$ cat config.mk
export PLATFORM = sky130hd
export DESIGN_NAME = skipxor_core
export DESIGN_NICKNAME = d
export VERILOG_FILES = /design/src/rtl/skipxor_pkg.sv /design/src/rtl/skipxor_core.sv
export SDC_FILE = /design/constraint.sdc
export NUM_CORES = 1
export LEC_CHECK = 0
export ABC_AREA = 1
export ABC_CLOCK_PERIOD_IN_PS = 3110
export BUFFER_PORTS_ARGS = -buffer_cell sky130_fd_sc_hd__buf_2
export CAP_MARGIN = 15
export CORE_MARGIN = 4
export CORE_UTILIZATION = 40
export DETAILED_ROUTE_END_ITERATION = 12
export PLACE_DENSITY = 0.69
export SKIP_CTS_REPAIR_TIMING = 1
export SLEW_MARGIN = 25
export SYNTH_ARGS = -nofsm -noshare
export SYNTH_HDL_FRONTEND = slang
export SYNTH_SLANG_ARGS = --single-unit
$ cat constraint.sdc
create_clock -name aclk -period 3.11 [get_ports aclk]
set_input_delay 0.622 -clock aclk [delete_from_list [all_inputs] [get_ports aclk]]
set_output_delay 0.622 -clock aclk [all_outputs]
set_load 0.02 [all_outputs]
$ cat src/rtl/skipxor_pkg.sv
// package: constants and carrier types for the test-skip / xor-immediate execution block
package skipxor_pkg;

  // ==========================================================================
  // opcode encodings
  localparam logic [6:0] OP_TEST_SKIP_HI = 7'h33;   // 0110 011a, top seven bits
  localparam logic [7:0] OP_XOR_IMM_HI   = 8'h0a;   // 0000 1010
  localparam logic [7:0] INDEXED_MAX     = 8'h5f;   // highest indexed offset, 95
  localparam logic [3:0] ACCESS_HI_BANK  = 4'hf;    // upper half of access bank
  localparam logic [7:0] ACCESS_SPLIT    = 8'h60;   // access bank low/high boundary

  // ==========================================================================
  // status flag positions
  localparam int unsigned STAT_N = 4;
  localparam int unsigned STAT_Z = 2;
  localparam logic [4:0]  STATUS_RST = 5'h00;
  localparam logic [7:0]  ACC_RST    = 8'h00;
  localparam logic [3:0]  BANK_RST   = 4'h0;

  // ==========================================================================
  // register address bus map (AXI4-Lite)
  localparam logic [7:0] ADDR_CTRL   = 8'h00;   // bit0 extended set enable
  localparam logic [7:0] ADDR_BANK   = 8'h04;   // bank select, 4 bits
  localparam logic [7:0] ADDR_ACC    = 8'h08;   // working register
  localparam logic [7:0] ADDR_STATUS = 8'h0c;   // status flags
  localparam logic [7:0] ADDR_INFO   = 8'h10;   // skip counter and skip-active flag
  localparam logic [1:0] RESP_OKAY   = 2'h0;
  localparam logic [1:0] RESP_SLVERR = 2'h2;

  typedef enum logic [1:0] {
    EX_NORMAL,
    EX_FLUSH1,
    EX_FLUSH2
  } ex_state_t;

  typedef struct packed {
    logic        ptr_valid;   // resolved address is a pointer-relative offset
    logic [11:0] addr;        // resolved direct data address
    logic [7:0]  offset;      // indexed literal offset
  } operand_addr_t;

endpackage

$ cat src/rtl/skipxor_core.sv
// execution core for the test-skip and xor-immediate instructions
//
// Behaviour
// RULE1: zero tested register discards prefetched next instruction, runs no-op instead.
// RULE2: test-skip takes one cycle without skip, two when skipping one word.
// RULE3: skipping a two-word instruction makes test-skip take three cycles.
// RULE4: access bit zero resolves address inside the fixed access bank.
// RULE5: access bit one uses bank select register for general purpose bank.
// RULE6: extended set with access bit zero treats addresses up to 95 as offsets.
// RULE7: test-skip never changes any status flag.
// RULE8: xor-immediate XORs working register with literal, writes back in final phase.
// RULE9: xor-immediate updates only negative and zero flags.
// RULE10: negative is result bit 7; zero set when whole result is zero.
`timescale 1ns/100ps

module skipxor_core (
  input  wire logic        aclk,
  input  wire logic        aresetn,
  // instruction stream, one word per instruction cycle
  input  wire logic        instr_valid,
  input  wire logic [15:0] instr_word,
  input  wire logic        instr_two_word,
  input  wire logic [1:0]  q_phase,
  // operand data returned by the register file for operand_addr
  input  wire logic [7:0]  operand_data,
  output logic             operand_ptr,
  output logic [11:0]      operand_addr,
  output logic [7:0]       operand_offset,
  output logic             skip_active,
  output logic [7:0]       acc_out,
  output logic [4:0]       status_out,
  // AXI4-Lite slave
  input  wire logic [7:0]  s_awaddr,
  input  wire logic        s_awvalid,
  output logic             s_awready,
  input  wire logic [31:0] s_wdata,
  input  wire logic [3:0]  s_wstrb,
  input  wire logic        s_wvalid,
  output logic             s_wready,
  output logic [1:0]       s_bresp,
  output logic             s_bvalid,
  input  wire logic        s_bready,
  input  wire logic [7:0]  s_araddr,
  input  wire logic        s_arvalid,
  output logic             s_arready,
  output logic [31:0]      s_rdata,
  output logic [1:0]       s_rresp,
  output logic             s_rvalid,
  input  wire logic        s_rready
);

  // ==========================================================================
  // operand address resolution
  function automatic skipxor_pkg::operand_addr_t resolve(input logic       a_bit,
                                                         input logic [7:0] f,
                                                         input logic [3:0] bank,
                                                         input logic       ext_en);
    skipxor_pkg::operand_addr_t r;
    r = '0;
    if (a_bit) begin
      // RULE5 bank select
      r.addr = {bank, f};
    end else if (ext_en && f <= skipxor_pkg::INDEXED_MAX) begin
      // RULE6 indexed offset
      r.ptr_valid = 1'b1;
      r.offset    = f;
    end else if (f < skipxor_pkg::ACCESS_SPLIT) begin
      // RULE4 access bank low
      r.addr = {4'h0, f};
    end else begin
      r.addr = {skipxor_pkg::ACCESS_HI_BANK, f};
    end
    return r;
  endfunction

  // ==========================================================================
  // decode
  logic       is_test_skip;
  logic       is_xor_imm;
  logic       ext_en_r;
  logic [3:0] bank_r;
  logic       q_last;
  logic       q_first;
  skipxor_pkg::operand_addr_t opnd;

  assign is_test_skip = instr_word[15:9] == skipxor_pkg::OP_TEST_SKIP_HI;
  assign is_xor_imm   = instr_word[15:8] == skipxor_pkg::OP_XOR_IMM_HI;
  assign q_last       = q_phase == 2'h3;
  assign q_first      = q_phase == 2'h0;
  assign opnd         = resolve(instr_word[8], instr_word[7:0], bank_r, ext_en_r);
  assign operand_ptr    = opnd.ptr_valid;
  assign operand_addr   = opnd.addr;
  assign operand_offset = opnd.offset;

  // ==========================================================================
  // execution state
  skipxor_pkg::ex_state_t st_r, st_nxt;
  logic [7:0] acc_r, acc_nxt;
  logic [4:0] stat_r, stat_nxt;
  logic       pend_zero_r, pend_zero_nxt;
  logic [7:0] skips_r, skips_nxt;
  logic [7:0] xor_res;

  // AXI write side state
  logic        aw_hold_r, aw_hold_nxt;
  logic        w_hold_r, w_hold_nxt;
  logic [7:0]  aw_addr_r, aw_addr_nxt;
  logic [31:0] w_data_r, w_data_nxt;
  logic [3:0]  w_strb_r, w_strb_nxt;
  logic        bvalid_r, bvalid_nxt;
  logic [1:0]  bresp_r, bresp_nxt;
  logic        ext_en_nxt;
  logic [3:0]  bank_nxt;
  logic        wr_go;
  logic        sw_acc;
  logic        sw_stat;

  assign xor_res = acc_r ^ instr_word[7:0];
  assign wr_go   = aw_hold_r && w_hold_r && !bvalid_r;
  assign sw_acc  = wr_go && aw_addr_r == skipxor_pkg::ADDR_ACC && w_strb_r[0];
  assign sw_stat = wr_go && aw_addr_r == skipxor_pkg::ADDR_STATUS && w_strb_r[0];

  always_comb begin
    st_nxt        = st_r;
    acc_nxt       = acc_r;
    stat_nxt      = stat_r;
    pend_zero_nxt = pend_zero_r;
    skips_nxt     = skips_r;
    if (sw_acc) begin
      acc_nxt = w_data_r[7:0];
    end
    if (sw_stat) begin
      stat_nxt = w_data_r[4:0];
    end
    case (st_r)
      skipxor_pkg::EX_NORMAL: begin
        if (instr_valid && is_test_skip && q_phase == 2'h2) begin
          // RULE7 flags untouched, only remember the test
          pend_zero_nxt = operand_data == 8'h00;
        end
        if (instr_valid && is_xor_imm && q_last) begin
          // RULE8 write back in last phase
          acc_nxt = xor_res;
          // RULE9 only n and z change
          // RULE10 n is bit 7, z on all zero
          stat_nxt[skipxor_pkg::STAT_N] = xor_res[7];
          stat_nxt[skipxor_pkg::STAT_Z] = xor_res == 8'h00;
        end
        if (instr_valid && is_test_skip && q_last && pend_zero_r) begin
          // RULE1 flush the prefetched word
          st_nxt    = skipxor_pkg::EX_FLUSH1;
          skips_nxt = skips_r + 8'h01;
        end
      end
      skipxor_pkg::EX_FLUSH1: begin
        // RULE2 one extra no-op cycle
        // RULE3 a second one for a two-word victim
        if (q_last) begin
          st_nxt = instr_two_word ? skipxor_pkg::EX_FLUSH2 : skipxor_pkg::EX_NORMAL;
        end
      end
      default: begin
        if (q_last) begin
          st_nxt = skipxor_pkg::EX_NORMAL;
        end
      end
    endcase
    if (st_r == skipxor_pkg::EX_NORMAL && q_first) begin
      pend_zero_nxt = 1'b0;
    end
  end

  always_ff @(posedge aclk) begin
    if (!aresetn) begin
      st_r        <= skipxor_pkg::EX_NORMAL;
      acc_r       <= skipxor_pkg::ACC_RST;
      stat_r      <= skipxor_pkg::STATUS_RST;
      pend_zero_r <= 1'b0;
      skips_r     <= 8'h00;
    end else begin
      st_r        <= st_nxt;
      acc_r       <= acc_nxt;
      stat_r      <= stat_nxt;
      pend_zero_r <= pend_zero_nxt;
      skips_r     <= skips_nxt;
    end
  end

  assign skip_active = st_r != skipxor_pkg::EX_NORMAL;
  assign acc_out     = acc_r;
  assign status_out  = stat_r;

  // ==========================================================================
  // AXI4-Lite write channel
  always_comb begin
    aw_hold_nxt = aw_hold_r;
    w_hold_nxt  = w_hold_r;
    aw_addr_nxt = aw_addr_r;
    w_data_nxt  = w_data_r;
    w_strb_nxt  = w_strb_r;
    bvalid_nxt  = bvalid_r;
    bresp_nxt   = bresp_r;
    ext_en_nxt  = ext_en_r;
    bank_nxt    = bank_r;
    if (s_awvalid && s_awready) begin
      aw_hold_nxt = 1'b1;
      aw_addr_nxt = s_awaddr;
    end
    if (s_wvalid && s_wready) begin
      w_hold_nxt = 1'b1;
      w_data_nxt = s_wdata;
      w_strb_nxt = s_wstrb;
    end
    if (wr_go) begin
      aw_hold_nxt = 1'b0;
      w_hold_nxt  = 1'b0;
      bvalid_nxt  = 1'b1;
      bresp_nxt   = skipxor_pkg::RESP_OKAY;
      if (aw_addr_r == skipxor_pkg::ADDR_CTRL) begin
        if (w_strb_r[0]) ext_en_nxt = w_data_r[0];
      end else if (aw_addr_r == skipxor_pkg::ADDR_BANK) begin
        if (w_strb_r[0]) bank_nxt = w_data_r[3:0];
      end else if (aw_addr_r == skipxor_pkg::ADDR_ACC || aw_addr_r == skipxor_pkg::ADDR_STATUS) begin
        bresp_nxt = skipxor_pkg::RESP_OKAY;
      end else if (aw_addr_r != skipxor_pkg::ADDR_INFO) begin
        bresp_nxt = skipxor_pkg::RESP_SLVERR;
      end
    end
    if (bvalid_r && s_bready) begin
      bvalid_nxt = 1'b0;
    end
  end

  always_ff @(posedge aclk) begin
    if (!aresetn) begin
      aw_hold_r <= 1'b0;
      w_hold_r  <= 1'b0;
      aw_addr_r <= 8'h00;
      w_data_r  <= 32'h0000_0000;
      w_strb_r  <= 4'h0;
      bvalid_r  <= 1'b0;
      bresp_r   <= skipxor_pkg::RESP_OKAY;
      ext_en_r  <= 1'b0;
      bank_r    <= skipxor_pkg::BANK_RST;
    end else begin
      aw_hold_r <= aw_hold_nxt;
      w_hold_r  <= w_hold_nxt;
      aw_addr_r <= aw_addr_nxt;
      w_data_r  <= w_data_nxt;
      w_strb_r  <= w_strb_nxt;
      bvalid_r  <= bvalid_nxt;
      bresp_r   <= bresp_nxt;
      ext_en_r  <= ext_en_nxt;
      bank_r    <= bank_nxt;
    end
  end

  assign s_awready = !aw_hold_r;
  assign s_wready  = !w_hold_r;
  assign s_bvalid  = bvalid_r;
  assign s_bresp   = bresp_r;

  // ==========================================================================
  // AXI4-Lite read channel
  logic        rvalid_r, rvalid_nxt;
  logic [31:0] rdata_r, rdata_nxt;
  logic [1:0]  rresp_r, rresp_nxt;

  always_comb begin
    rvalid_nxt = rvalid_r;
    rdata_nxt  = rdata_r;
    rresp_nxt  = rresp_r;
    if (s_arvalid && s_arready) begin
      rvalid_nxt = 1'b1;
      rresp_nxt  = skipxor_pkg::RESP_OKAY;
      rdata_nxt  = 32'h0000_0000;
      if (s_araddr == skipxor_pkg::ADDR_CTRL) begin
        rdata_nxt = {31'h0, ext_en_r};
      end else if (s_araddr == skipxor_pkg::ADDR_BANK) begin
        rdata_nxt = {28'h0, bank_r};
      end else if (s_araddr == skipxor_pkg::ADDR_ACC) begin
        rdata_nxt = {24'h0, acc_r};
      end else if (s_araddr == skipxor_pkg::ADDR_STATUS) begin
        rdata_nxt = {27'h0, stat_r};
      end else if (s_araddr == skipxor_pkg::ADDR_INFO) begin
        rdata_nxt = {15'h0, skip_active, 8'h00, skips_r};
      end else begin
        rresp_nxt = skipxor_pkg::RESP_SLVERR;
      end
    end else if (rvalid_r && s_rready) begin
      rvalid_nxt = 1'b0;
    end
  end

  always_ff @(posedge aclk) begin
    if (!aresetn) begin
      rvalid_r <= 1'b0;
      rdata_r  <= 32'h0000_0000;
      rresp_r  <= skipxor_pkg::RESP_OKAY;
    end else begin
      rvalid_r <= rvalid_nxt;
      rdata_r  <= rdata_nxt;
      rresp_r  <= rresp_nxt;
    end
  end

  assign s_arready = !rvalid_r;
  assign s_rvalid  = rvalid_r;
  assign s_rdata   = rdata_r;
  assign s_rresp   = rresp_r;

endmodule

==> summary.md, run 1 <==
The kind of critical path was in -> out. For the sequential area share after synthesis, the log shows 35.1%. The remaining global-route overflow was 0.

The tools report the endpoint of the most critical register-to-register path as s_rdata[2]$_SDFFE_PN0P_. Routability-driven placement finished with a final weighted congestion of 0.938. Global routing consumed, over all layers together, 17.3% of the routing resources.

The largest individual stage delay along the critical path comes from the cell sky130_fd_sc_hd__clkinv_1. The logs give 1220 um^2 for the sequential cell area in the final layout and 0.000305 V for the maximum vdd ir drop. The net count of the finished layout is 711.

The area overhead of the layout relative to synthesis is 19.9%, and the required time of the critical path is 2.49 ns. Routed length per placed instance: 12.4 um. The worst hold path terminates at w_data_r[7]$_SDFFE_PN0P_.

The chip height was 101 um; the die area was 10300 um^2. The post-detailed-route via-to-cell ratio came out at 4.72. The number of top-level pins is 163.

Clock tree synthesis selected as its root buffer the cell sky130_fd_sc_hd__clkbuf_8. The length of the first detailed-routing pass in iterations is 4, and the worst-case clock buffer depth is 2. Yosys printed 0 warnings. The run gives 7.27 mm as the detailed placement HPWL. From left edge to right edge, the die measures 101 um.

The count of buffers inserted at the top-level ports was 109; the total standard cell area after synthesis was 3480 um^2. Counting instances, the worst hold path has a depth of 2. The maximum single-stage delay on the critical path came out at 0.26 ns. After detailed placement, the total cell area comes to 4010 um^2.

The relative slew slack came out at 65.4%. The final layout contains routed wiring with a total length of 9.05 mm. The logs give 0 for the number of endpoints failing setup at the final stage and 2.09 nW for the leakage power of the design. The logs give 0.0122 ns for the maximum clock skew at final layout and 3 for the level count of the clock H-tree.

The total of fill cells in the finished design was 844; the top achievable clock speed was 429 MHz. Cells with a size suffix above 1 make up 25.6% of the layout. The worst path needs 2.33 ns of the cycle, external delays included. Buffers inserted during clock tree synthesis total 9.

The design area was 4180 um^2; the share of the synthesized area in the top cell type was 35.1%. The worst register-to-register path begins at s_rvalid$_SDFFE_PN0P_. Number of max-slew violations in the final report: 0. The actual slew at the worst max-slew pin was 0.518 ns; the antenna cell count was 0. For the number of antenna violations at the first check in global routing, the log shows 0. Counting every sink on the clock net gives 61. Setup total negative slack on the finished layout was measured at 0 ns. After detailed routing, the number of remaining DRC violations is 0.

The via count of the first global-routing pass was 3036. For the worst-skew pair, the clock arrives at the later sink with an insertion delay of 0.34 ns. In the final layout, the multi-input gates occupy 1810 um^2.

STA puts the critical path data arrival time at 1.71 ns. The first global-routing pass estimated 14.1 mm of wire. The internal reg-to-reg setup slack is 1.57 ns.

STA classifies the critical path startpoint as an input port. The logic depth of the worst register-to-register path was 9. The detail route stage leaves a number of antenna-violating nets equal to 0. Max-cap violations in this run came to 0. The run gives 40 as the number of distinct library cells after synthesis. The critical path goes through buf_2 > a21oi_1 > inv_1 > nor2_1 > nand2_1 > clkinv_1 > nor2_1 > buf_2. In this run, the number of DRC markers left after iteration 0 of detailed routing was 137. In the post-synthesis netlist, the biggest area contributors are sky130_fd_sc_hd__dfxtp_1, sky130_fd_sc_hd__nand2_1, sky130_fd_sc_hd__inv_1, sky130_fd_sc_hd__a21oi_1, sky130_fd_sc_hd__nor2_1.

Power spread over the standard cell area amounts to 402 nW/um^2. STA classifies the critical path endpoint as a primary output. In this run the most critical hold path is launched from w_data_r[7]$_SDFFE_PN0P_.

In this run the worst hold path is classified as reg -> reg. The run finished with clean final reports. TritonCTS built the clock tree. The pin count of the biggest net entering global routing was 34. The synthesized area divided by synthesized cell count was 6.77 um^2. The launching instance or port of the critical path was instr_word[5].

sky130_fd_sc_hd__dfxtp_1 takes more of the synthesized area than any other cell. The region available for standard cell placement spans 8340 um^2. The synthesized design contains 61 register bits. The run gives 33 as the count of standard-cell rows. Setup repair after global routing left no endpoint under its margin.

Ratio of final minimum period to clock period: 74.9%. Clock-pin slew was measured on the worst setup and hold paths at 0.06 ns. The synthesized instance count was 514; the effective utilization at floorplan was 41.7%. Peak fanout along the critical path: 8. The routed layout has 3453 vias.

For the count of endpoints failing hold in the final timing report, the log shows 0.
metal layers:
metal,share of wire [%],track usage (%)
met4,1.2,3.99
met3,8.0,5.37
met2,48,28.6
met1,43,22.2
met5,0,0
cell usage after synthesis:
library cell,instances
sky130_fd_sc_hd__xor2_1,8
sky130_fd_sc_hd__o21bai_2,1
sky130_fd_sc_hd__buf_4,26
sky130_fd_sc_hd__buf_6,1
sky130_fd_sc_hd__dfxtp_1,61
sky130_fd_sc_hd__nand4_1,5
sky130_fd_sc_hd__o21ai_0,30
sky130_fd_sc_hd__nor3_4,1
sky130_fd_sc_hd__nand3_1,29
sky130_fd_sc_hd__nor2_4,6
sky130_fd_sc_hd__nand2_1,93
sky130_fd_sc_hd__nand2_4,1
sky130_fd_sc_hd__clkbuf_1,6
sky130_fd_sc_hd__o22ai_1,1
sky130_fd_sc_hd__clkinv_2,1
sky130_fd_sc_hd__buf_1,2
sky130_fd_sc_hd__nand3_2,2
sky130_fd_sc_hd__nand4_4,1
sky130_fd_sc_hd__nand2_2,5
sky130_fd_sc_hd__nand3_4,1
sky130_fd_sc_hd__nor3_1,8
sky130_fd_sc_hd__clkinv_1,1
sky130_fd_sc_hd__o21a_1,1
sky130_fd_sc_hd__a211oi_1,4
sky130_fd_sc_hd__o21bai_1,5
sky130_fd_sc_hd__nor4_1,2
sky130_fd_sc_hd__conb_1,1
sky130_fd_sc_hd__o211ai_1,1
sky130_fd_sc_hd__a31oi_1,2
sky130_fd_sc_hd__o21ai_2,2
sky130_fd_sc_hd__nand3b_1,1
sky130_fd_sc_hd__buf_2,1
sky130_fd_sc_hd__a21oi_1,46
sky130_fd_sc_hd__xnor2_1,6
sky130_fd_sc_hd__inv_1,67
sky130_fd_sc_hd__o21ai_1,9
sky130_fd_sc_hd__inv_2,12
sky130_fd_sc_hd__nor2_1,58
sky130_fd_sc_hd__nor2_2,5
sky130_fd_sc_hd__ha_1,1
sequential cells by signal, indices dropped and copies added, names as in the netlist, 2 cells and up:
| name | cells |
|---|---|
| aw_addr_r | 8 |
| s_rdata | 9 |
| st_r | 2 |
| acc_out | 8 |
| bank_r | 4 |
| status_out | 5 |
| skips_r | 8 |
| w_data_r | 8 |
per-stage QoR:
step	utilization, %	cells	total power (W)	hold WS (ns)	setup WS (ns)
floorplan	-	539	0.00103	0.430	0.890
global placement	48.1	717	0.00108	0.444	0.836
detailed placement	48.1	717	0.00109	0.452	0.784
CTS	50.1	731	0.00170	0.461	0.779
global route	50.1	731	0.00176	0.485	0.618
finish	50.1	731	0.00168	0.460	0.782
cell families (layout without fill, tap and decap cells):
family                   Yosys count  count (layout)  synth area share [%]
AND/OR/NAND/NOR                  218             218                  29.3
buffers and inverters            117             204                  15.7
AO/OA/AOI/OAI                    102             102                  16.0
flip-flops                        61              61                  35.1
XOR/XNOR                          14              14                  3.52
adder cells (fa/ha/maj)            1               1                 0.359
other                              1              26                 0.108
power breakdown:
group | leakage (nW) | switching [W] | internal, W
Sequential | 0.497 | 0.0000141 | 0.000806
Clock | 0.0881 | 0.000288 | 0.000321
Combinational | 1.51 | 0.000172 | 0.0000795
Total | 2.09 | 0.000474 | 0.00121
critical path, delay by kind of cell:
kind	cells	cell delay (ns)
buffers and inverters	4	0.61
AOI/OAI and AO/OA	1	0.07
and+or+nand+nor	3	0.41
how the worst max path moves through the flow:
stage,endpoint,slack (ns),depth (start not counted)
3_5_place_dp,operand_addr[0],0.78,8
4_1_cts,operand_addr[0],0.78,8
3_3_place_gp,operand_addr[4],0.84,8
2_1_floorplan,operand_addr[0],0.89,6
6_report,operand_addr[0],0.78,8
5_1_grt,operand_addr[3],0.62,8
layout by cell type (no fill, tap or decap), types with 3 or more instances in the layout:
| master | instances |
|---|---|
| sky130_fd_sc_hd__nand4_1 | 5 |
| sky130_fd_sc_hd__inv_2 | 12 |
| sky130_fd_sc_hd__a211oi_1 | 4 |
| sky130_fd_sc_hd__nand2_2 | 5 |
| sky130_fd_sc_hd__nor2_2 | 5 |
| sky130_fd_sc_hd__nor2_1 | 58 |
| sky130_fd_sc_hd__o21bai_1 | 5 |
| sky130_fd_sc_hd__dfxtp_1 | 61 |
| sky130_fd_sc_hd__o21ai_1 | 9 |
| sky130_fd_sc_hd__xnor2_1 | 6 |
| sky130_fd_sc_hd__a21oi_1 | 46 |
| sky130_fd_sc_hd__buf_2 | 109 |
| sky130_fd_sc_hd__nor3_1 | 8 |
| sky130_fd_sc_hd__inv_1 | 67 |
| sky130_fd_sc_hd__xor2_1 | 8 |
| sky130_fd_sc_hd__conb_1 | 26 |
| sky130_fd_sc_hd__nor2_4 | 6 |
| sky130_fd_sc_hd__o21ai_0 | 30 |
| sky130_fd_sc_hd__clkbuf_8 | 11 |
| sky130_fd_sc_hd__nand3_1 | 29 |
| sky130_fd_sc_hd__clkinv_2 | 3 |
| sky130_fd_sc_hd__nand2_1 | 93 |
final cells by class:
type                            count  share of cell area, %
Clock buffer                       12                   3.71
Inverter                           81                   7.31
Sequential cell                    61                   29.2
Clock inverter                      2                  0.240
Tap cell                          105                   3.15
Multi-Input combinational cell    361                   43.3
Timing Repair Buffer              109                   13.1
No activity file was read; power rests on OpenSTA's default activity.
==> inputs of run 2 (changes only) <==
--- a/config.mk
+++ b/config.mk
@@ -5,14 +5,14 @@
 export SDC_FILE = /design/constraint.sdc
 export NUM_CORES = 1
 export LEC_CHECK = 0
-export ABC_AREA = 1
-export ABC_CLOCK_PERIOD_IN_PS = 3110
+export ABC_AREA = 0
+export ABC_CLOCK_PERIOD_IN_PS = 2100
 export BUFFER_PORTS_ARGS = -buffer_cell sky130_fd_sc_hd__buf_2
 export CAP_MARGIN = 15
 export CORE_MARGIN = 4
 export CORE_UTILIZATION = 40
 export DETAILED_ROUTE_END_ITERATION = 12
-export PLACE_DENSITY = 0.69
+export PLACE_DENSITY = 0.73
 export SKIP_CTS_REPAIR_TIMING = 1
 export SLEW_MARGIN = 25
 export SYNTH_ARGS = -nofsm -noshare
==> constraint.sdc (replaced) <==
create_clock -name aclk -period 2.1 [get_ports aclk]
set_input_delay 0.42 -clock aclk [delete_from_list [all_inputs] [get_ports aclk]]
set_output_delay 0.42 -clock aclk [all_outputs]
set_load 0.02 [all_outputs]
==> summary.md, run 2 <==
The sequential area share after synthesis was 37.4% (was 35.1%). The number of distinct library cells after synthesis was 49 (was 40). The die area is 9680 um^2 (was 10300 um^2). The logs give 41.6% (was 41.7%) for the effective utilization at floorplan and 2 (unchanged) for the worst-case clock buffer depth.

The detailed placement HPWL is 7.06 mm (was 7.27 mm), and the post-detailed-route via-to-cell ratio is 5.23 (was 4.72). The number of flops mapped to enable cells by yosys is 0 (unchanged). Worst-case setup margin in the final layout: 0.0891 ns (was 0.782 ns).

Number of CTS-inserted buffers: 9 (unchanged). Top cells by area, synth: sky130_fd_sc_hd__dfxtp_1, sky130_fd_sc_hd__buf_4, sky130_fd_sc_hd__mux2i_1, sky130_fd_sc_hd__nor2_1, sky130_fd_sc_hd__a21oi_1 (was sky130_fd_sc_hd__dfxtp_1, sky130_fd_sc_hd__nand2_1, sky130_fd_sc_hd__inv_1, sky130_fd_sc_hd__a21oi_1, sky130_fd_sc_hd__nor2_1). For the clock network latency to the later pin of the worst-skew pair, the log shows 0.34 ns (about the same). The relative slew slack was 53.3% (was 65.4%). The tools report the max-capacitance violation count as 0 (unchanged).

Total number of clock tree sinks: 61 (unchanged). The standard cell core area is 7850 um^2 (was 8340 um^2), and the level count of the clock H-tree is 3 (unchanged). The synthesized area divided by synthesized cell count was 8.19 um^2 (was 6.77 um^2). The global routing met2 resource utilization was 29.4% (was 28.6%); the peak fanout along the critical path was 9 (was 8). The share of the synthesized area in the top cell type works out to 37.4% (was 35.1%).

DRC marker count from the first detailed-route iteration: 155 (was 137). The most frequent standard cell in the layout excluding fill and tap cells is sky130_fd_sc_hd__buf_2 (unchanged). The flow ran to the end, and the final reports show no timing, DRC or antenna violations. The pre-CTS worst setup slack is -0.00995 ns (was 0.784 ns). The placer's final routability congestion estimate is 0.858 (was 0.938), and the setup TNS is 0 ns (unchanged). The flip-flop count of the largest register, all copies and words added came out at 9 (unchanged). The tools report the buffer cell driving the clock tree root as sky130_fd_sc_hd__clkbuf_8 (unchanged).

Share of final-layout standard cells stronger than drive strength 1: 29.4% (was 25.6%). The highest-utilization routing layer at the global route stage is met2 (unchanged). Most numerous cell in the Yosys netlist: sky130_fd_sc_hd__dfxtp_1 (was sky130_fd_sc_hd__nand2_1). The logs give 774 (was 844) for the total of fill cells in the finished design and 51.8% (was 50.1%) for the share of the core filled with cells in the final layout.

The yosys synthesis warning count is 0 (unchanged). The mux cell area share after synthesis was 5.82% (was 0%). The number of max-slew violations in the final report was 0 (unchanged); the ratio of final minimum period to clock period was 95.8%. The xor-xnor portion of the synthesized cell area was 3.22% (was 3.52%). The post-synthesis async set-or-reset flop share was 0% (unchanged); the met3 usage was 7.00% (was 5.37%). The combinational family with the most area after synthesis was simple AND/OR/NAND/NOR gates (unchanged).

The class of the worst hold path is in -> reg (was reg -> reg). The total global routing track utilization is 18.9% (was 17.3%), and the required time of the critical path is 1.68 ns (was 2.49 ns). The pin count of the biggest net entering global routing was 40 (was 34). The area overhead of the layout relative to synthesis was 24.3% (was 19.9%); the count of endpoints failing hold in the final timing report was 0 (unchanged).

The logs give 32 (was 33) for the count of standard-cell rows and 0 (unchanged) for the remaining antenna violation count. The startpoint kind of the worst setup timing path was an input port (unchanged). The routed length per placed instance is 14.9 um (was 12.4 um), and the leakage power of the design is 1.79 nW (was 2.09 nW). The number of antenna violations at the first check in global routing came out at 0 (unchanged).

The top flip-flop cell by instance count after synthesis is sky130_fd_sc_hd__dfxtp_1 (unchanged). The total DRC errors in the routed layout was 0 (unchanged); the detailed-route wire length was 9.29 mm (was 9.05 mm). The kind of critical path is in -> out (unchanged).

The power density normalized to cell area was 603 nW/um^2 (was 402 nW/um^2); the actual slew at the worst max-slew pin was 0.699 ns (was 0.518 ns). For the number of endpoints failing setup at the final stage, the log shows 0 (unchanged). The clock-pin slew reported for the worst setup and hold paths after clock tree synthesis works out to 0.06 ns (about the same). The tools report the wire length of the first global-routing pass as 15.0 mm (was 14.1 mm).

For the remaining global-route overflow, the log shows 0 (unchanged). The synthesized instance count is 399 (was 514). The run gives 3270 um^2 (was 3480 um^2) as the total standard cell area after synthesis. The area share of fa/ha/maj cells after synthesis was 0.383% (was 0.359%). The tools report the endpoint kind of the worst setup timing path as a primary output (unchanged). The worst path arrival time is 1.59 ns (was 1.71 ns). The count of buffers inserted at the top-level ports is 109 (unchanged). The internal reg-to-reg setup slack was 0.14 ns (was 1.57 ns).

The tools report the via count of the first global-routing pass as 3038 (was 3036). The fraction of the mapped netlist area in compound gates is 15.8% (was 16.0%). TritonCTS built the clock tree. The antenna cell count is 0 (unchanged), and the number of top-level pins is 163 (unchanged).

The floorplan die width is 98.4 um (was 101 um), and the chip height is 98.4 um (was 101 um). The logs give 0.00834 ns (was 0.0122 ns) for the maximum clock skew at final layout and 5 (was 4) for the length of the first detailed-routing pass in iterations. Setup repair after global routing left no endpoint under its margin. Derived from the worst setup path, the maximum achievable clock frequency is 497 MHz.

The met1 usage is 24.2% (was 22.2%), and the number of register bits inferred by synthesis is 61 (unchanged). The post-layout net count was 604 (was 711). The run gives 0.000421 V (was 0.000305 V) as the maximum vdd ir drop. The area fraction in and, or, nand and nor cells after synthesis was 27.3% (was 29.3%). Commonest cells after routing, fill and taps aside: sky130_fd_sc_hd__buf_2, sky130_fd_sc_hd__dfxtp_1, sky130_fd_sc_hd__nor2_1 (was sky130_fd_sc_hd__buf_2, sky130_fd_sc_hd__nand2_1, sky130_fd_sc_hd__inv_1). The worst path needs 2.01 ns of the cycle, external delays included.

For the vias after detailed routing, the log shows 3256 (was 3453). Most frequent cells after synthesis: sky130_fd_sc_hd__dfxtp_1, sky130_fd_sc_hd__nor2_1, sky130_fd_sc_hd__nand2_1 (was sky130_fd_sc_hd__nand2_1, sky130_fd_sc_hd__inv_1, sky130_fd_sc_hd__dfxtp_1). Cell taking the most area after synthesis: sky130_fd_sc_hd__dfxtp_1 (unchanged).
==> run 2: cell count changes after synthesis, moves of 15 or more <==
cell / change
sky130_fd_sc_hd__inv_1: -55
sky130_fd_sc_hd__nand2_1: -53
sky130_fd_sc_hd__mux2i_1: +19
sky130_fd_sc_hd__a21oi_1: -16
sky130_fd_sc_hd__o21ai_0: -18
sky130_fd_sc_hd__o211ai_1: +15
sky130_fd_sc_hd__nand3_1: -20
==> run 2: worst paths after layout <==
path / start / endpoint / cells after the start
hold / removal: s_rready / s_rvalid$_SDFFE_PN0P_ / 2
hold reg to reg: s_bresp[1]$_SDFFE_PN0N_ / s_bresp[1]$_SDFFE_PN0N_ / 2
setup reg to reg: aw_addr_r[6]$_SDFFE_PN0P_ / acc_out[6]$_SDFF_PN0_ / 5
setup / recovery: instr_word[8] / operand_offset[6] / 6
==> run 2: kinds of logic (layout without fill, tap and decap cells) <==
logic type / Yosys count / count (layout)
other: 1 / 26
multiplexers: 19 / 19
AND/OR/NAND/NOR: 164 / 164
adder cells (fa/ha/maj): 1 / 1
AO/OA/AOI/OAI: 83 / 83
buffers and inverters: 58 / 154
flip-flops: 61 / 61
XOR/XNOR: 12 / 12
==> run 2: per-layer routing <==
layer	vias to the layer above	share of wire, %
li1	1584	-
met1	1521	42
met2	129	46
met3	22	9.4
met4	0	2.3
met5	-	0
==> run 2: cell type report <==
type                            instances  area, um^2  share of cell area, %
Clock buffer                           13         149                   3.67
Sequential cell                        61        1220                   30.1
Tap cell                              102         128                   3.14
Multi-Input combinational cell        305        1820                   44.8
Clock inverter                          2        10.0                  0.246
Inverter                               13        48.8                   1.20
Timing Repair Buffer                  126         686                   16.9
==> run 2: critical path, stage by stage <==
cell                       delay (ns)
sky130_fd_sc_hd__buf_2           0.13
sky130_fd_sc_hd__buf_4           0.15
sky130_fd_sc_hd__a211oi_1        0.33
sky130_fd_sc_hd__buf_4           0.24
sky130_fd_sc_hd__and3_1          0.16
sky130_fd_sc_hd__buf_2           0.16
==> run 2: through the flow <==
stage | power (W) | instances | hold WS (ns) | cell area, um^2
2_1_floorplan | 0.00149 | 424 | 0.437 | 3360
4_1_cts | 0.00246 | 621 | 0.259 | 4050
5_1_grt | 0.00257 | 622 | 0.269 | 4060
3_3_place_gp | 0.00158 | 606 | 0.440 | 3890
3_5_place_dp | 0.00159 | 606 | 0.449 | 3890
6_report | 0.00245 | 622 | 0.265 | 4060
==> run 2: power breakdown <==
group / internal, W / switching [W] / total (W) / leakage (nW)
Sequential: 0.00119 / 0.0000265 / 0.00121 / 0.495
Clock: 0.000451 / 0.000431 / 0.000882 / 0.0833
Combinational: 0.000123 / 0.000230 / 0.000353 / 1.21
==> inputs of run 3 (changes only) <==
--- a/config.mk
+++ b/config.mk
@@ -11,6 +11,7 @@
 export CAP_MARGIN = 15
 export CORE_MARGIN = 4
 export CORE_UTILIZATION = 40
+export CTS_BUF_LIST = sky130_fd_sc_hd__clkbuf_4
 export DETAILED_ROUTE_END_ITERATION = 12
 export PLACE_DENSITY = 0.73
 export SKIP_CTS_REPAIR_TIMING = 1
==> summary.md, run 3 (same netlist as run 2, synthesis figures left out) <==
The share of the core filled with cells in the final layout was 51.1% (was 51.8%); the die area was 9680 um^2 (unchanged). Worst path cell trace: buf_2 > buf_4 > a211oi_1 > buf_4 > and3_1 > buf_2 (unchanged). The count of standard-cell rows was 32 (unchanged); the number of endpoints failing setup at the final stage was 0 (unchanged). The logic depth of the worst register-to-register path is 5 (unchanged), and the total DRC errors in the routed layout is 0 (unchanged). Effective utilization at floorplan: 41.6% (unchanged). The worst path arrival time is 1.61 ns (was 1.59 ns), and the standard cell core area is 7850 um^2 (unchanged). Post-detailed-route via-to-cell ratio: 5.23 (about the same). The number of max-slew violations in the final report was 0 (unchanged). Switching part of the total: 29.3% (was 28.1%).

The count of endpoints failing hold in the final timing report is 0 (unchanged). The number of CTS-inserted buffers was 9 (unchanged). Commonest cells after routing, fill and taps aside: sky130_fd_sc_hd__buf_2, sky130_fd_sc_hd__dfxtp_1, sky130_fd_sc_hd__nor2_1 (unchanged). The logs give 61 (unchanged) for the total number of clock tree sinks and 9.06 mm (was 9.29 mm) for the detailed-route wire length. The logs give 4 (was 5) for the length of the first detailed-routing pass in iterations and 54.3% (was 49.5%) for the sequential power share.

The area overhead of the layout relative to synthesis is 22.6% (was 24.3%). The routed length per placed instance came out at 14.6 um (was 14.9 um). Cell with the largest stage delay on the worst path: sky130_fd_sc_hd__a211oi_1 (unchanged). The chip height is 98.4 um (unchanged), and the antenna cell count is 0 (unchanged).

The worst-case clock buffer depth is 2 (unchanged). The worst setup path endpoint is operand_offset[6] (unchanged). The design area came out at 4010 um^2 (was 4060 um^2). The total of fill cells in the finished design came out at 779 (was 774). TritonCTS built the clock tree. The run gives 0.00158 W (was 0.00176 W) as the internal power of the cells. The buffer cell driving the clock tree root was sky130_fd_sc_hd__clkbuf_4 (was sky130_fd_sc_hd__clkbuf_8).

The final critical delay including setup and external delays works out to 2.03 ns (was 2.01 ns). The vias after detailed routing is 3250 (was 3256), and the internal reg-to-reg setup slack is 0.14 ns (about the same). The power density normalized to cell area came out at 557 nW/um^2 (was 603 nW/um^2). The clock network latency to the later pin of the worst-skew pair was 0.41 ns (was 0.34 ns). The class of the worst hold path was in -> reg (unchanged).

The post-layout net count was 604 (unchanged). The launching instance or port of the critical path was instr_word[8] (unchanged). The tools report the leakage power of the design as 1.77 nW (was 1.79 nW). The maximum single-stage delay on the critical path was 0.33 ns (about the same); the maximum clock skew at final layout was 0.0120 ns (was 0.00834 ns). For the DRC marker count from the first detailed-route iteration, the log shows 140 (was 155).

The tools report the endpoint of the most critical register-to-register path as acc_out[2]$_SDFF_PN0_ (was acc_out[6]$_SDFF_PN0_). Ratio of final minimum period to clock period: 96.5% (was 95.8%). The total global routing track utilization is 18.8% (was 18.9%), and the peak fanout along the critical path is 9 (unchanged).

Startpoint kind of the worst setup timing path: an input port (unchanged). The top achievable clock speed is 494 MHz (was 497 MHz), and the max-capacitance violation count is 0 (unchanged). The floorplan die width was 98.4 um (unchanged).

The logs give 163 (unchanged) for the number of top-level pins and 0.000654 W (was 0.000687 W) for the switching power. The remaining antenna violation count is 0 (unchanged). The tools report the launch instance of the worst register-to-register path as aw_addr_r[6]$_SDFFE_PN0P_ (unchanged). The total power after layout was 0.00223 W (was 0.00245 W); the count of buffers inserted at the top-level ports was 109 (unchanged). For the clock share of power, the log shows 30.0% (was 36.0%). The clock-pin slew reported for the worst setup and hold paths after clock tree synthesis was 0.09 ns (was 0.06 ns); the flip-flop count of the largest register, all copies and words added was 9 (unchanged). The run gives 0 (unchanged) as the remaining global-route overflow.

The detailed placement HPWL was 7.06 mm (unchanged); the placement-stage cell area was 3890 um^2 (unchanged). The tools report the relative slew slack as 53.7% (was 53.3%). The endpoint kind of the worst setup timing path is a primary output (unchanged). Kind of critical path: in -> out (unchanged). The global routing met2 resource utilization is 28.3% (was 29.4%). The number of antenna violations at the first check in global routing was 0 (unchanged); the share of final-layout standard cells stronger than drive strength 1 was 29.8% (was 29.4%). The run gives 3 (unchanged) as the level count of the clock H-tree. The met1 usage is 24.8% (was 24.2%), and the wire length of the first global-routing pass is 14.8 mm (was 15.0 mm). The most frequent standard cell in the layout excluding fill and tap cells is sky130_fd_sc_hd__buf_2 (unchanged). The highest-utilization routing layer at the global route stage is met2 (unchanged).

The run gives 0.858 (unchanged) as the placer's final routability congestion estimate. Met3 usage: 6.00% (was 7.00%). The tools report the startpoint of the worst hold path as s_rready (unchanged). For the fraction of power consumed by combinational cells, the log shows 15.7% (was 14.4%).

The run gives 1.68 ns (about the same) as the required time of the critical path. The maximum vdd ir drop was 0.000392 V (was 0.000421 V); the actual slew at the worst max-slew pin was 0.693 ns (was 0.699 ns). The run gives 2995 (was 3038) as the via count of the first global-routing pass. The flow ran to the end, and the final reports show no timing, DRC or antenna violations.

Pin count of the biggest net entering global routing: 40 (unchanged).
## run 3: cell count changes in the layout (fill, tap and decap cells not counted)
cell,delta
sky130_fd_sc_hd__clkbuf_1,-3
sky130_fd_sc_hd__clkbuf_4,+12
sky130_fd_sc_hd__clkinv_1,+1
sky130_fd_sc_hd__clkbuf_8,-10
## run 3: worst min path at each step
stage                     cells past startpoint                        to  slack [ns]
final                                         2     s_rvalid$_SDFFE_PN0P_        0.19
after global placement                        2   s_bresp[1]$_SDFFE_PN0N_        0.44
after detailed placement                      2   s_bresp[1]$_SDFFE_PN0N_        0.45
after global routing                          2     s_rvalid$_SDFFE_PN0P_        0.18
after CTS                                     2     s_rvalid$_SDFFE_PN0P_        0.17
after floorplan                               2  w_data_r[5]$_SDFFE_PN0P_        0.44
## run 3: final cells by class
type	instances	area, um^2	area share (%)
inverter	13	48.8	1.22
sequential	61	1220	30.5
clock buffer	12	90.1	2.25
clock inverter	3	13.8	0.344
tap	102	128	3.19
timing repair buffer	126	686	17.1
multi-input combinational	305	1820	45.4
## run 3: through the flow
| stage | hold WS [ns] | setup TNS, ns | setup WS, ns | instances |
|---|---|---|---|---|
| 5_1_grt | 0.175 | -0.00132 | -0.00132 | 622 |
| 3_5_place_dp | 0.449 | -0.0120 | -0.00995 | 606 |
| 3_3_place_gp | 0.440 | 0 | 0.0182 | 606 |
| 2_1_floorplan | 0.437 | 0 | 0.0526 | 424 |
| 4_1_cts | 0.172 | 0 | 0.0375 | 621 |
| 6_report | 0.193 | 0 | 0.0745 | 622 |
## run 3: power groups by stage
stage	clock, W	combinational, W	sequential (W)
floorplan	0	0.000251	0.00124
global placement	0	0.000343	0.00124
detailed placement	0	0.000351	0.00124
CTS	0.000691	0.000351	0.00121
global route	0.000765	0.000389	0.00122
finish	0.000669	0.000351	0.00121
## run 3: critical path: cells and delay by family
kind            cells  cell delay [ns]
buf+inv             4             0.69
simple gates        1             0.16
compound gates      1             0.33
## run 3: per-layer routing
metal | vias up | wire length (um)
met5 | - | 0
met4 | 0 | 183
met3 | 18 | 759
li1 | 1590 | -
met1 | 1509 | 3910
met2 | 133 | 4210
